--- src/logic/rtc_map.svh ---
// Register offsets, field positions, reset values and timing counts of the real-time counter.
// Assumes an 8-bit register port and a 32.768 kHz low-frequency clock.
`ifndef RTC_MAP_SVH
`define RTC_MAP_SVH

// ----------------------------------------
// Register offsets
// ----------------------------------------
`define RTC_ADDR_W          3
`define RTC_OFS_CONTROL     3'h0
`define RTC_OFS_STATUS      3'h1
`define RTC_OFS_MASK        3'h2
`define RTC_OFS_COUNT_LO    3'h3
`define RTC_OFS_COUNT_HI    3'h4

// ----------------------------------------
// Field positions and reset values
// ----------------------------------------
`define RTC_DATA_W          8
`define RTC_RUN_BIT         0
`define RTC_SEL_LSB         1
`define RTC_SEL_MSB         2
`define RTC_EVT_BIT         0
`define RTC_CONTROL_RESET   8'h00
`define RTC_STATUS_RESET    8'h00
`define RTC_MASK_RESET      8'h00

// ----------------------------------------
// Timing
// ----------------------------------------
`define RTC_LF_HZ           32768
`define RTC_PERIOD0_MS      500
`define RTC_PERIOD1_MS      250
`define RTC_PERIOD2_MS      125
`define RTC_PERIOD3_US      62500
`define RTC_CNT_W           14
`define RTC_TERM0           (`RTC_LF_HZ * `RTC_PERIOD0_MS / 1000 - 1)
`define RTC_TERM1           (`RTC_LF_HZ * `RTC_PERIOD1_MS / 1000 - 1)
`define RTC_TERM2           (`RTC_LF_HZ * `RTC_PERIOD2_MS / 1000 - 1)
`define RTC_TERM3           (`RTC_LF_HZ * `RTC_PERIOD3_US / 1000000 - 1)
`define RTC_SYNC_STAGES     2

`endif

--- src/logic/rtc_pkg.sv ---
// Types shared by the real-time counter design files.
// Assumes rtc_map.svh is on the include path.
`include "rtc_map.svh"

package rtc_pkg;

  // ----------------------------------------
  // Types
  // ----------------------------------------
  typedef logic [`RTC_DATA_W-1:0] rtc_data_t;
  typedef logic [`RTC_ADDR_W-1:0] rtc_addr_t;
  typedef logic [`RTC_CNT_W-1:0]  rtc_count_t;
  typedef logic [1:0]             rtc_sel_t;

  typedef enum logic [1:0] {
    RTC_IDLE,
    RTC_RUN,
    RTC_HALT
  } rtc_state_e;

endpackage : rtc_pkg

--- src/logic/rtc_sync.sv ---
// Two-stage synchroniser for levels arriving from outside the system clock.
// Assumes the inputs are slow levels; only the last stage may be read.
`timescale 1ns/10ps

module rtc_sync #(
  parameter int WIDTH = 1
) (
  input  wire logic             clk,
  input  wire logic             reset_n,
  input  wire logic [WIDTH-1:0] async_in,
  output logic      [WIDTH-1:0] sync_out
);

  // ----------------------------------------
  // Stages
  // ----------------------------------------
  logic [WIDTH-1:0] meta_q;
  logic [WIDTH-1:0] meta_d;
  logic [WIDTH-1:0] sync_q;
  logic [WIDTH-1:0] sync_d;

  always_comb begin
    meta_d = async_in;
    sync_d = meta_q;
  end

  always_ff @(posedge clk or negedge reset_n) begin
    if (!reset_n) begin
      meta_q <= '0;
      sync_q <= '0;
    end else begin
      meta_q <= meta_d;
      sync_q <= sync_d;
    end
  end

  assign sync_out = sync_q;

endmodule : rtc_sync

--- src/logic/rtc_counter.sv ---
// Binary up-counter with synchronous clear that wins over increment.
// Assumes clear and increment come from logic on the same clock.
`timescale 1ns/10ps

module rtc_counter #(
  parameter int WIDTH = 14
) (
  input  wire logic             clk,
  input  wire logic             reset_n,
  input  wire logic             clear,
  input  wire logic             inc,
  output logic      [WIDTH-1:0] count
);

  // ----------------------------------------
  // Count register
  // ----------------------------------------
  logic [WIDTH-1:0] count_q;
  logic [WIDTH-1:0] count_d;

  always_comb begin
    count_d = count_q;
    if (clear) begin
      count_d = '0;
    end else if (inc) begin
      count_d = count_q + WIDTH'(1);
    end
  end

  always_ff @(posedge clk or negedge reset_n) begin
    if (!reset_n) begin
      count_q <= '0;
    end else begin
      count_q <= count_d;
    end
  end

  assign count = count_q;

endmodule : rtc_counter

--- src/logic/rtc_top.sv ---
// Real-time counter: periodic interrupt from the low-frequency clock, register port, sticky event status.
// Assumes the low-frequency clock and debug break arrive as pins; oscillator enable and
// power-state levels come from logic on SYS_CLK.
//
// Decided for this implementation: the plain strobed port and the register offsets.
`timescale 1ns/10ps
`include "rtc_map.svh"

// Summary of operation
// - Periodic interrupt at four selectable intervals
// - Counter works while low-frequency oscillator runs, outside stop and deep sleep
// - Oscillator off stops and clears control and count; status and mask kept
// - Stop or deep sleep clears control and count; status and mask kept
// - Control bits 7 to 3 carry nothing
// - Debug break freezes count, keeps control
// - Count low-frequency ticks once run set
// - Period end raises interrupt, clears counter
// - Counting continues after each period end
module rtc_top (
  input  wire logic              SYS_CLK,
  input  wire logic              RESET_N,
  input  wire rtc_pkg::rtc_addr_t REG_ADDR,
  input  wire rtc_pkg::rtc_data_t REG_WDATA,
  input  wire logic              REG_WR,
  input  wire logic              REG_RD,
  output rtc_pkg::rtc_data_t     REG_RDATA,
  input  wire logic              LF_CLK,
  input  wire logic              LF_OSC_ENABLE,
  input  wire logic              STOP_MODE,
  input  wire logic              DEEP_SLEEP_STATE,
  input  wire logic              DEBUG_BREAK,
  output logic                   RTC_RUNNING,
  output logic                   RTC_PERIOD_INTERRUPT
);

  import rtc_pkg::*;

  // ----------------------------------------
  // Period terminal counts
  // ----------------------------------------
  localparam rtc_count_t TERM0 = rtc_count_t'(`RTC_TERM0);
  localparam rtc_count_t TERM1 = rtc_count_t'(`RTC_TERM1);
  localparam rtc_count_t TERM2 = rtc_count_t'(`RTC_TERM2);
  localparam rtc_count_t TERM3 = rtc_count_t'(`RTC_TERM3);

  // ----------------------------------------
  // Declarations
  // ----------------------------------------
  logic [1:0]  pin_sync;
  logic        lf_level;
  logic        brk_level;
  logic        lf_prev_q;
  logic        lf_prev_d;
  logic        lf_tick;

  logic        run_q;
  logic        run_d;
  rtc_sel_t    sel_q;
  rtc_sel_t    sel_d;
  rtc_state_e  state_q;
  rtc_state_e  state_d;
  logic        shutdown;

  rtc_count_t  count;
  rtc_count_t  term;
  logic        period_end;
  logic        cnt_clear;
  logic        cnt_inc;

  logic        evt_q;
  logic        evt_d;
  logic        mask_q;
  logic        mask_d;

  rtc_data_t   rdata_q;
  rtc_data_t   rdata_d;

  logic        wr_control;
  logic        wr_status;
  logic        wr_mask;

  // ----------------------------------------
  // Pin synchronisers
  // ----------------------------------------
  rtc_sync #(
    .WIDTH (2)
  ) u_pin_sync (
    .clk      (SYS_CLK),
    .reset_n  (RESET_N),
    .async_in ({DEBUG_BREAK, LF_CLK}),
    .sync_out (pin_sync)
  );

  assign lf_level  = pin_sync[0];
  assign brk_level = pin_sync[1];

  // ----------------------------------------
  // Low-frequency tick
  // ----------------------------------------
  // Edge taken from the second stage only, so metastability never reaches the detector
  always_comb begin
    lf_prev_d = lf_level;
  end

  always_ff @(posedge SYS_CLK or negedge RESET_N) begin
    if (!RESET_N) begin
      lf_prev_q <= 1'b0;
    end else begin
      lf_prev_q <= lf_prev_d;
    end
  end

  assign lf_tick = lf_level & ~lf_prev_q;

  // ----------------------------------------
  // Write decode
  // ----------------------------------------
  assign wr_control = REG_WR && (REG_ADDR == `RTC_OFS_CONTROL);
  assign wr_status  = REG_WR && (REG_ADDR == `RTC_OFS_STATUS);
  assign wr_mask    = REG_WR && (REG_ADDR == `RTC_OFS_MASK);

  // ----------------------------------------
  // Power-state shutdown
  // ----------------------------------------
  // Control and count held clear whenever the oscillator is off or in stop or deep sleep, so stale run settings never survive a wake-up
  assign shutdown = ~LF_OSC_ENABLE | STOP_MODE | DEEP_SLEEP_STATE;

  // ----------------------------------------
  // Control register
  // ----------------------------------------
  always_comb begin
    run_d = run_q;
    sel_d = sel_q;
    if (shutdown) begin
      run_d = 1'b0;
      sel_d = '0;
    end else if (wr_control) begin
      // Writes go through even during a debug break; only counting freezes
      run_d = REG_WDATA[`RTC_RUN_BIT];
      sel_d = REG_WDATA[`RTC_SEL_MSB:`RTC_SEL_LSB];
    end
  end

  always_ff @(posedge SYS_CLK or negedge RESET_N) begin
    if (!RESET_N) begin
      run_q <= 1'b0;
      sel_q <= '0;
    end else begin
      run_q <= run_d;
      sel_q <= sel_d;
    end
  end

  // ----------------------------------------
  // Run state
  // ----------------------------------------
  always_comb begin
    state_d = state_q;
    case (state_q)
      RTC_IDLE: begin
        if (run_q && !shutdown) begin
          state_d = brk_level ? RTC_HALT : RTC_RUN;
        end
      end
      RTC_RUN: begin
        if (!run_q || shutdown) begin
          state_d = RTC_IDLE;
        end else if (brk_level) begin
          state_d = RTC_HALT;
        end
      end
      RTC_HALT: begin
        if (!run_q || shutdown) begin
          state_d = RTC_IDLE;
        end else if (!brk_level) begin
          state_d = RTC_RUN;
        end
      end
      default: begin
        state_d = RTC_IDLE;
      end
    endcase
  end

  always_ff @(posedge SYS_CLK or negedge RESET_N) begin
    if (!RESET_N) begin
      state_q <= RTC_IDLE;
    end else begin
      state_q <= state_d;
    end
  end

  assign RTC_RUNNING = (state_q != RTC_IDLE);

  // ----------------------------------------
  // Period selection
  // ----------------------------------------
  // Select is read live; software keeps it steady while running
  always_comb begin
    case (sel_q)
      2'h0: term = TERM0;
      2'h1: term = TERM1;
      2'h2: term = TERM2;
      2'h3: term = TERM3;
      default: term = TERM0;
    endcase
  end

  // ----------------------------------------
  // Binary counter
  // ----------------------------------------
  assign cnt_inc    = (state_q == RTC_RUN) && run_q && !shutdown && lf_tick;
  assign period_end = cnt_inc && (count >= term);
  // Held clear whenever run is off or shut down, restart always begins from zero
  assign cnt_clear  = period_end || !run_q || shutdown;

  rtc_counter #(
    .WIDTH (`RTC_CNT_W)
  ) u_counter (
    .clk     (SYS_CLK),
    .reset_n (RESET_N),
    .clear   (cnt_clear),
    .inc     (cnt_inc),
    .count   (count)
  );

  // ----------------------------------------
  // Event status and mask
  // ----------------------------------------
  always_comb begin
    evt_d  = evt_q;
    mask_d = mask_q;
    if (wr_status && REG_WDATA[`RTC_EVT_BIT]) begin
      evt_d = 1'b0;
    end
    // Set after clear so a coinciding period end is not lost
    if (period_end) begin
      evt_d = 1'b1;
    end
    if (wr_mask) begin
      mask_d = REG_WDATA[`RTC_EVT_BIT];
    end
  end

  always_ff @(posedge SYS_CLK or negedge RESET_N) begin
    if (!RESET_N) begin
      evt_q  <= 1'b0;
      mask_q <= 1'b0;
    end else begin
      evt_q  <= evt_d;
      mask_q <= mask_d;
    end
  end

  assign RTC_PERIOD_INTERRUPT = evt_q & mask_q;

  // ----------------------------------------
  // Read port
  // ----------------------------------------
  // Data valid only in the cycle after the strobe, zero otherwise
  always_comb begin
    rdata_d = '0;
    if (REG_RD) begin
      case (REG_ADDR)
        `RTC_OFS_CONTROL: begin
          // Upper bits undefined to software; driven as zero
          rdata_d[`RTC_RUN_BIT]              = run_q;
          rdata_d[`RTC_SEL_MSB:`RTC_SEL_LSB] = sel_q;
        end
        `RTC_OFS_STATUS: begin
          rdata_d[`RTC_EVT_BIT] = evt_q;
        end
        `RTC_OFS_MASK: begin
          rdata_d[`RTC_EVT_BIT] = mask_q;
        end
        `RTC_OFS_COUNT_LO: begin
          rdata_d = count[7:0];
        end
        `RTC_OFS_COUNT_HI: begin
          rdata_d[`RTC_CNT_W-9:0] = count[`RTC_CNT_W-1:8];
        end
        default: begin
          rdata_d = '0;
        end
      endcase
    end
  end

  always_ff @(posedge SYS_CLK or negedge RESET_N) begin
    if (!RESET_N) begin
      rdata_q <= '0;
    end else begin
      rdata_q <= rdata_d;
    end
  end

  assign REG_RDATA = rdata_q;

endmodule : rtc_top

--- config.mk ---
export PLATFORM = sky130hd
export DESIGN_NAME = rtc_top
export DESIGN_NICKNAME = d
export VERILOG_FILES = /design/src/logic/rtc_pkg.sv /design/src/logic/rtc_sync.sv /design/src/logic/rtc_counter.sv /design/src/logic/rtc_top.sv
export VERILOG_INCLUDE_DIRS = /design/src /design/src/logic
export SDC_FILE = /design/constraint.sdc
export NUM_CORES = 1
export LEC_CHECK = 0
export BUFFER_PORTS_ARGS = -buffer_cell sky130_fd_sc_hd__buf_2
export CAP_MARGIN = 20
export CORE_MARGIN = 4
export CORE_UTILIZATION = 35
export CTS_BUF_LIST = sky130_fd_sc_hd__clkbuf_2
export DETAILED_ROUTE_END_ITERATION = 8
export PLACE_DENSITY_LB_ADDON = 0.08
export SETUP_SLACK_MARGIN = 0.5
export SYNTH_ARGS = -nofsm -noshare
export SYNTH_HDL_FRONTEND = slang
export SYNTH_HIERARCHICAL = 1
export SYNTH_SLANG_ARGS = --single-unit
--- constraint.sdc ---
create_clock -name SYS_CLK -period 3.3 [get_ports SYS_CLK]
set_input_delay 0.495 -clock SYS_CLK [delete_from_list [all_inputs] [get_ports SYS_CLK]]
set_output_delay 0.495 -clock SYS_CLK [all_outputs]
set_load 0.03 [all_outputs]
* Yosys cells after proc, flatten, opt, wreduce, memory -nomap -nowiden
Index checks and enable logic that the tools add are counted.
** Word-level totals
- Register bits :: 34
- Bits of input ports :: 20
- Word-level logic and storage cells :: 73
** Operators by class
- Add/sub/neg operators :: 1
- Magnitude comparators :: 1
- Equal/unequal tests :: 12
- Multiplexer cells :: 21
- Bitwise operators :: 6
- Reductions and logical operators :: 22
** Operators by type and width (count)
- 14-bit one-hot mux with 4 select lines :: 1
- 14-bit two-way mux :: 2
- 2-bit two-way mux :: 9
- 14-bit by 1-bit adder with 14-bit output (second input constant) :: 1
- 14-bit >= comparator :: 1
- 2-bit one-hot mux with 3 select lines :: 2
- 1-bit logical AND :: 9
- 8-bit two-way mux :: 1
- 2-bit nonzero test :: 4
- 2-bit == test (second input constant) :: 3
- 3-bit by 2-bit == test with 1-bit output (second input constant) :: 2
- 3-bit one-hot mux with 2 select lines :: 1
- 1-bit one-hot mux with 5 select lines :: 1
- 2-bit by 1-bit == test with 1-bit output (second input constant) :: 2
- 2-bit logical NOT :: 2
- 1-bit two-way mux :: 4
- 3-bit by 1-bit == test with 1-bit output (second input constant) :: 1
- 3-bit == test (second input constant) :: 1
- 3-bit logical NOT :: 1
- 1-bit logical OR :: 3
- 3-bit by 2-bit != test with 1-bit output (second input constant) :: 1
- 3-bit != test (second input constant) :: 1
- 3-bit AND reduction :: 1
- 1-bit AND :: 2
- 4 further kinds :: 7

* Longest topological paths before layout
- Depth after elaboration :: 10
- Mapped depth :: 9

* Cells and area by module
Netlist, hierarchy kept.
** Modules (own cells, without submodules)
- rtc_top :: times used 1, cells each 81, area an instance 873.3 um^2, seq. area each 400.4 um^2
- rtc_counter :: times used 1, cells each 70, area an instance 729.4 um^2, seq. area each 350.3 um^2
- rtc_sync :: times used 1, cells each 4, area an instance 100.1 um^2, seq. area each 100.1 um^2

* Worst setup path before layout
No wires, ideal clock.
- Kind :: flip-flop to flip-flop
- Start point :: register sel_q[1]
- End point :: register u_counter.count_q[11] (netlist: u_counter/count[11])
- Arrival time :: 2.654 ns
- Required time :: 3.222 ns
- Slack :: 0.568 ns
- Stages on the path, launching flop included :: 10
- Clock period less this slack :: 2.732 ns
- Cell sequence :: dfrtp_1 or2_2 ha_1 nand4_1 or4_4 a31oi_1 buf_4 o2111ai_2 or4_1 a21oi_1
** Between the ends
- Cells in the longest elaborated chain, start to end :: 7
- Elaborated cells on any way between the ends :: 11
** Ends and longest elaborated chain
- from (decl) :: line rtc_top.sv:58 : rtc_sel_t sel_q;
- from (signal assigned) :: line rtc_top.sv:150 : sel_q <= sel_d;
- 2-bit == test (tied with other cells) :: line rtc_top.sv:200 : case (sel_q)
- 14-bit one-hot mux with 4 select lines * :: line rtc_top.sv:200
- 14-bit >= comparator * :: line rtc_top.sv:213 : assign period_end = cnt_inc && (count >= term);
- 1-bit logical AND * :: line rtc_top.sv:213
- 1-bit logical OR * (2 in a row) :: line rtc_top.sv:215 : assign cnt_clear = period_end || !run_q || shutdown;
- named net cnt_clear :: line rtc_top.sv:67 : logic cnt_clear;
- 14-bit two-way mux / 2-bit nonzero test (equally long branches)
- to (signal assigned) :: line rtc_counter.sv:34 : count_q <= count_d;
- to (decl) :: line rtc_counter.sv:18 : logic [WIDTH-1:0] count_q;
Mark *: on every way through the listed nets, which the timed path passes. The rest lies on a longest branch. The select of a mux whose other input is x is not followed.
A chain may end at the register's enable or synchronous reset.

* Final worst setup path
- Start point :: register sel_q[1]
- End point :: register u_counter.count_q[6] (netlist: u_counter/count[6])
Same word-level chain as after synthesis.

==> flow_summary_export.csv <==
group,metric,value,unit
placement,placed_area,1890,µm²
logic_synthesis,synth_cell_types,43,
routing,vias,1347,
worst_setup_path,critPathSlowestCell,"dfrtp_1",
pwr,power_leakage,0.901,nW
placement,gp_routability_congestion,0.740,
pwr,fin_total_pwr,0.000655,W
logic_synthesis,syn_inst,155,
logic_synthesis,async_flop_share,100,%
routing,drt_iter0_drc,43,
logic_synthesis,synth_fp_nets,179,
logic_synthesis,synth_top_flop_cell,"dfrtp_1",
clocking,clockBufferDepth,2,
clocking,path_clk_slew,0.17,ns
logic_synthesis,synth_compound_area_share,12.9,%
worst_setup_path,worstPathArrival,3.04,ns
clocking,cts_tree,"built",
floorplanning,core_area,4720,µm²
timing,setup_tns,0,ns
grt,grt.overflow.total,0,
timing,fmax,363,MHz
logic_synthesis,avgSynthCellArea,11.0,µm²
timing,finalCritPeriodShare,83.5,%
timing,rsz0062_at_grt,"true",
floorplanning,initial_core_util,36.1,%
grt,grt.total_usage,13.4,%
timing,finalSetupViolCount,0,
routing,viasPerCell,5.26,
routing,routedWlPerCell,14.9,µm
placement,dp_hpwl,2.67,mm
logic_synthesis,yosys_warnings,6,
final_layout,design_area,2060,µm²
logic_synthesis,synth_edf_count,0,
logic_synthesis,yosys.area_share.adder,2.94,%
logic_synthesis,synth-simple-area-share,24.0,%
worst_setup_path,start_kind,"flop",
clocking,clk_latency,0.36,ns
floorplanning,row_count,25,
pwr,p_per_area,318,nW/µm²
logic_synthesis,netlist_area,1700,µm²
timing,skew,0.0136,ns
timing,slew_viol_final,0,
timing,fin_crit,2.75,ns
logic_synthesis,synth-seq-area-share,50.0,%
worst_setup_path,path_class,"flop to flop",
grt,grt_pass1_wl,6.32,mm
worst_hold_path,hp-class,"input port to async pin",
routing,drt_pass1_iterations,4,
placement,portBuffers,24,
timing,timing.slew.headroom,49.9,%
worst_setup_path,crit_family,"simple AND/OR/NAND/NOR gates",
final_layout,areaGrowthSynthToFinish,20.9,%
worst_setup_path,critical_path.most_common_cell,"buf_4",
run,max-cap-violations,0,
final_layout,finalNonFillerCells,256,
grt,grt_max_degree,35,
timing,finalHoldViolations,0,
clocking,htree_levels,2,
logic_synthesis,synth_top_family_by_area,"simple AND/OR/NAND/NOR gates",
floorplanning,die_area,6050,µm²
routing,routed_wl,3.82,mm
clocking,cts_made_buffers,5,
routing,drc,0,
logic_synthesis,synth_mux_area_share,6.02,%
logic_synthesis,ys_ff_latch,34,
grt,antenna_found_initial,0,
floorplanning,die_h,77.8,µm
logic_synthesis,synth_xor_area_share,2.06,%
clocking,cts.sinks,34,
worst_setup_path,cp_cell_sequence,"or2_4 > ha_4 > nand4_1 > or4_4 > a31oi_1 > buf_4 > o211ai_1 > buf_4 > or3_1 > a21oi_1",
worst_setup_path,cp_max_fo,4,
final_layout,layout.nets,212,
final_layout,diodes,0,
floorplanning,dieWidth,77.8,µm
floorplanning,pin_count,30,
timing,max_slew.worst_pin.slew,0.752,ns
worst_setup_path,cp_data_required_time,3.59,ns
worst_setup_path,cp_slowest_stage_delay,0.44,ns
grt,first_global_vias,1306,
placement,placed_cells_incl_taps,242,
final_layout,layout-drive-gt1-share,30.2,%
pwr,vdd_ir_drop_max,0.173,mV
routing,drtAntennaViolNets,0,
run_status,status,"completed",
worst_setup_path,path_buf_inv,2,
clocking,cts_root_buf,"clkbuf_2",
worst_setup_path,crit_path_end_kind,"flop",
-- cell usage after synthesis, drive strengths merged, types with 2 or more instances --
master	instances	share of area [%]
nor2	12	2.6
xor2	3	1.5
mux2	2	1.3
o31ai	5	2.2
or4	6	2.9
mux2i	8	4.7
and2	2	0.73
o2111ai	3	1.9
o21ai	6	1.8
dfrtp	34	50
or2	2	0.73
nand3	4	1.5
or3	3	1.1
a21oi	8	2.4
nor2b	5	1.8
nand2	10	2.2
nand4	7	3.3
clkbuf	3	0.66
buf	3	1.2
a32oi	3	1.5
o211ai	3	1.3
and3	4	1.5
nor4bb	2	1.2
ha	4	2.9
-- registers in the layout, summed over array words and instances (netlist names) --
register,flops
lf_prev_q,1
u_pin_sync/sync_out,2
mask_q,1
run_q,1
u_counter/count,14
u_pin_sync/meta_q,2
REG_RDATA,8
state_q,2
sel_q,2
evt_q,1
-- path summary, 6_finish.rpt --
kind	start	depth (start not counted)	endpoint	slack, ns
min in group SYS_CLK	DEBUG_BREAK	1	u_pin_sync/meta_q[1]	0.22
worst min register to register	u_pin_sync/meta_q[1]	0	u_pin_sync/sync_out[1]	0.37
worst min-delay path	RESET_N	1	mask_q	0.17
max in group asynchronous	RESET_N	1	u_counter/count[8]	2.65
worst max register to register	sel_q[1]	10	u_counter/count[6]	0.55
worst max-delay path	sel_q[1]	10	u_counter/count[6]	0.55
-- cells by family after synthesis --
logic type	after synthesis
AOI/OAI and AO/OA	32
xor gates and xnor gates	4
adders and majority gates	4
buffers and inverters	7
DFF	34
muxes	10
and+or+nand+nor	64
-- cell type report --
cell class                      instances  area [µm²]
Multi-Input combinational cell        114         887
Sequential cell                        34         851
Clock buffer                            6        30.0
Fill cell                             455        2660
Timing Repair Buffer                   32         195
Inverter                                1        3.75
Clock inverter                          2        8.76
Tap cell                               67        83.8
-- layout by cell type, fill, tap and decap left out, types with 4 or more instances in the layout --
cell	instances
a21oi_1	6
and3_1	4
buf_2	24
buf_4	5
clkbuf_2	6
dfrtp_1	34
mux2i_1	8
nand2_1	10
nand4_1	5
nor2_1	12
nor2b_1	5
o21ai_0	6
o31ai_1	5
or4_1	4
-- power by group --
group	switching [W]	internal, W	total, W
logic	0.0000240	0.0000165	0.0000405
registers	0.00000298	0.000423	0.000426
clock network	0.000136	0.0000522	0.000188
total	0.000163	0.000492	0.000655
-- routing by layer --
metal	GRT usage, %	vias to the layer above	wire length (µm)
met5	0	-	0
met4	6.23	0	80
met3	4.18	10	212
met2	19.7	40	1730
met1	17.9	648	1790
li1	-	649	-
-- repair_timing --
item	in CTS	in global routing
pin swaps	3	4
setup buffers	4	2
endpoints found under the hold margin	0	0
cloned	0	0
hold buffers	0	0
endpoints found under the setup margin	6	4
gates resized for setup	4	10
-- through the flow --
step,worst slack [ns],hold WS (ns),util (%)
finish,0.546,0.168,43.6
floorplan,0.568,0.199,-
global placement,0.355,0.333,40.0
CTS,0.511,0.184,42.1
detailed placement,0.336,0.335,40.0
global route,0.471,0.175,43.6
No activity file was read; power rests on OpenSTA's default activity.
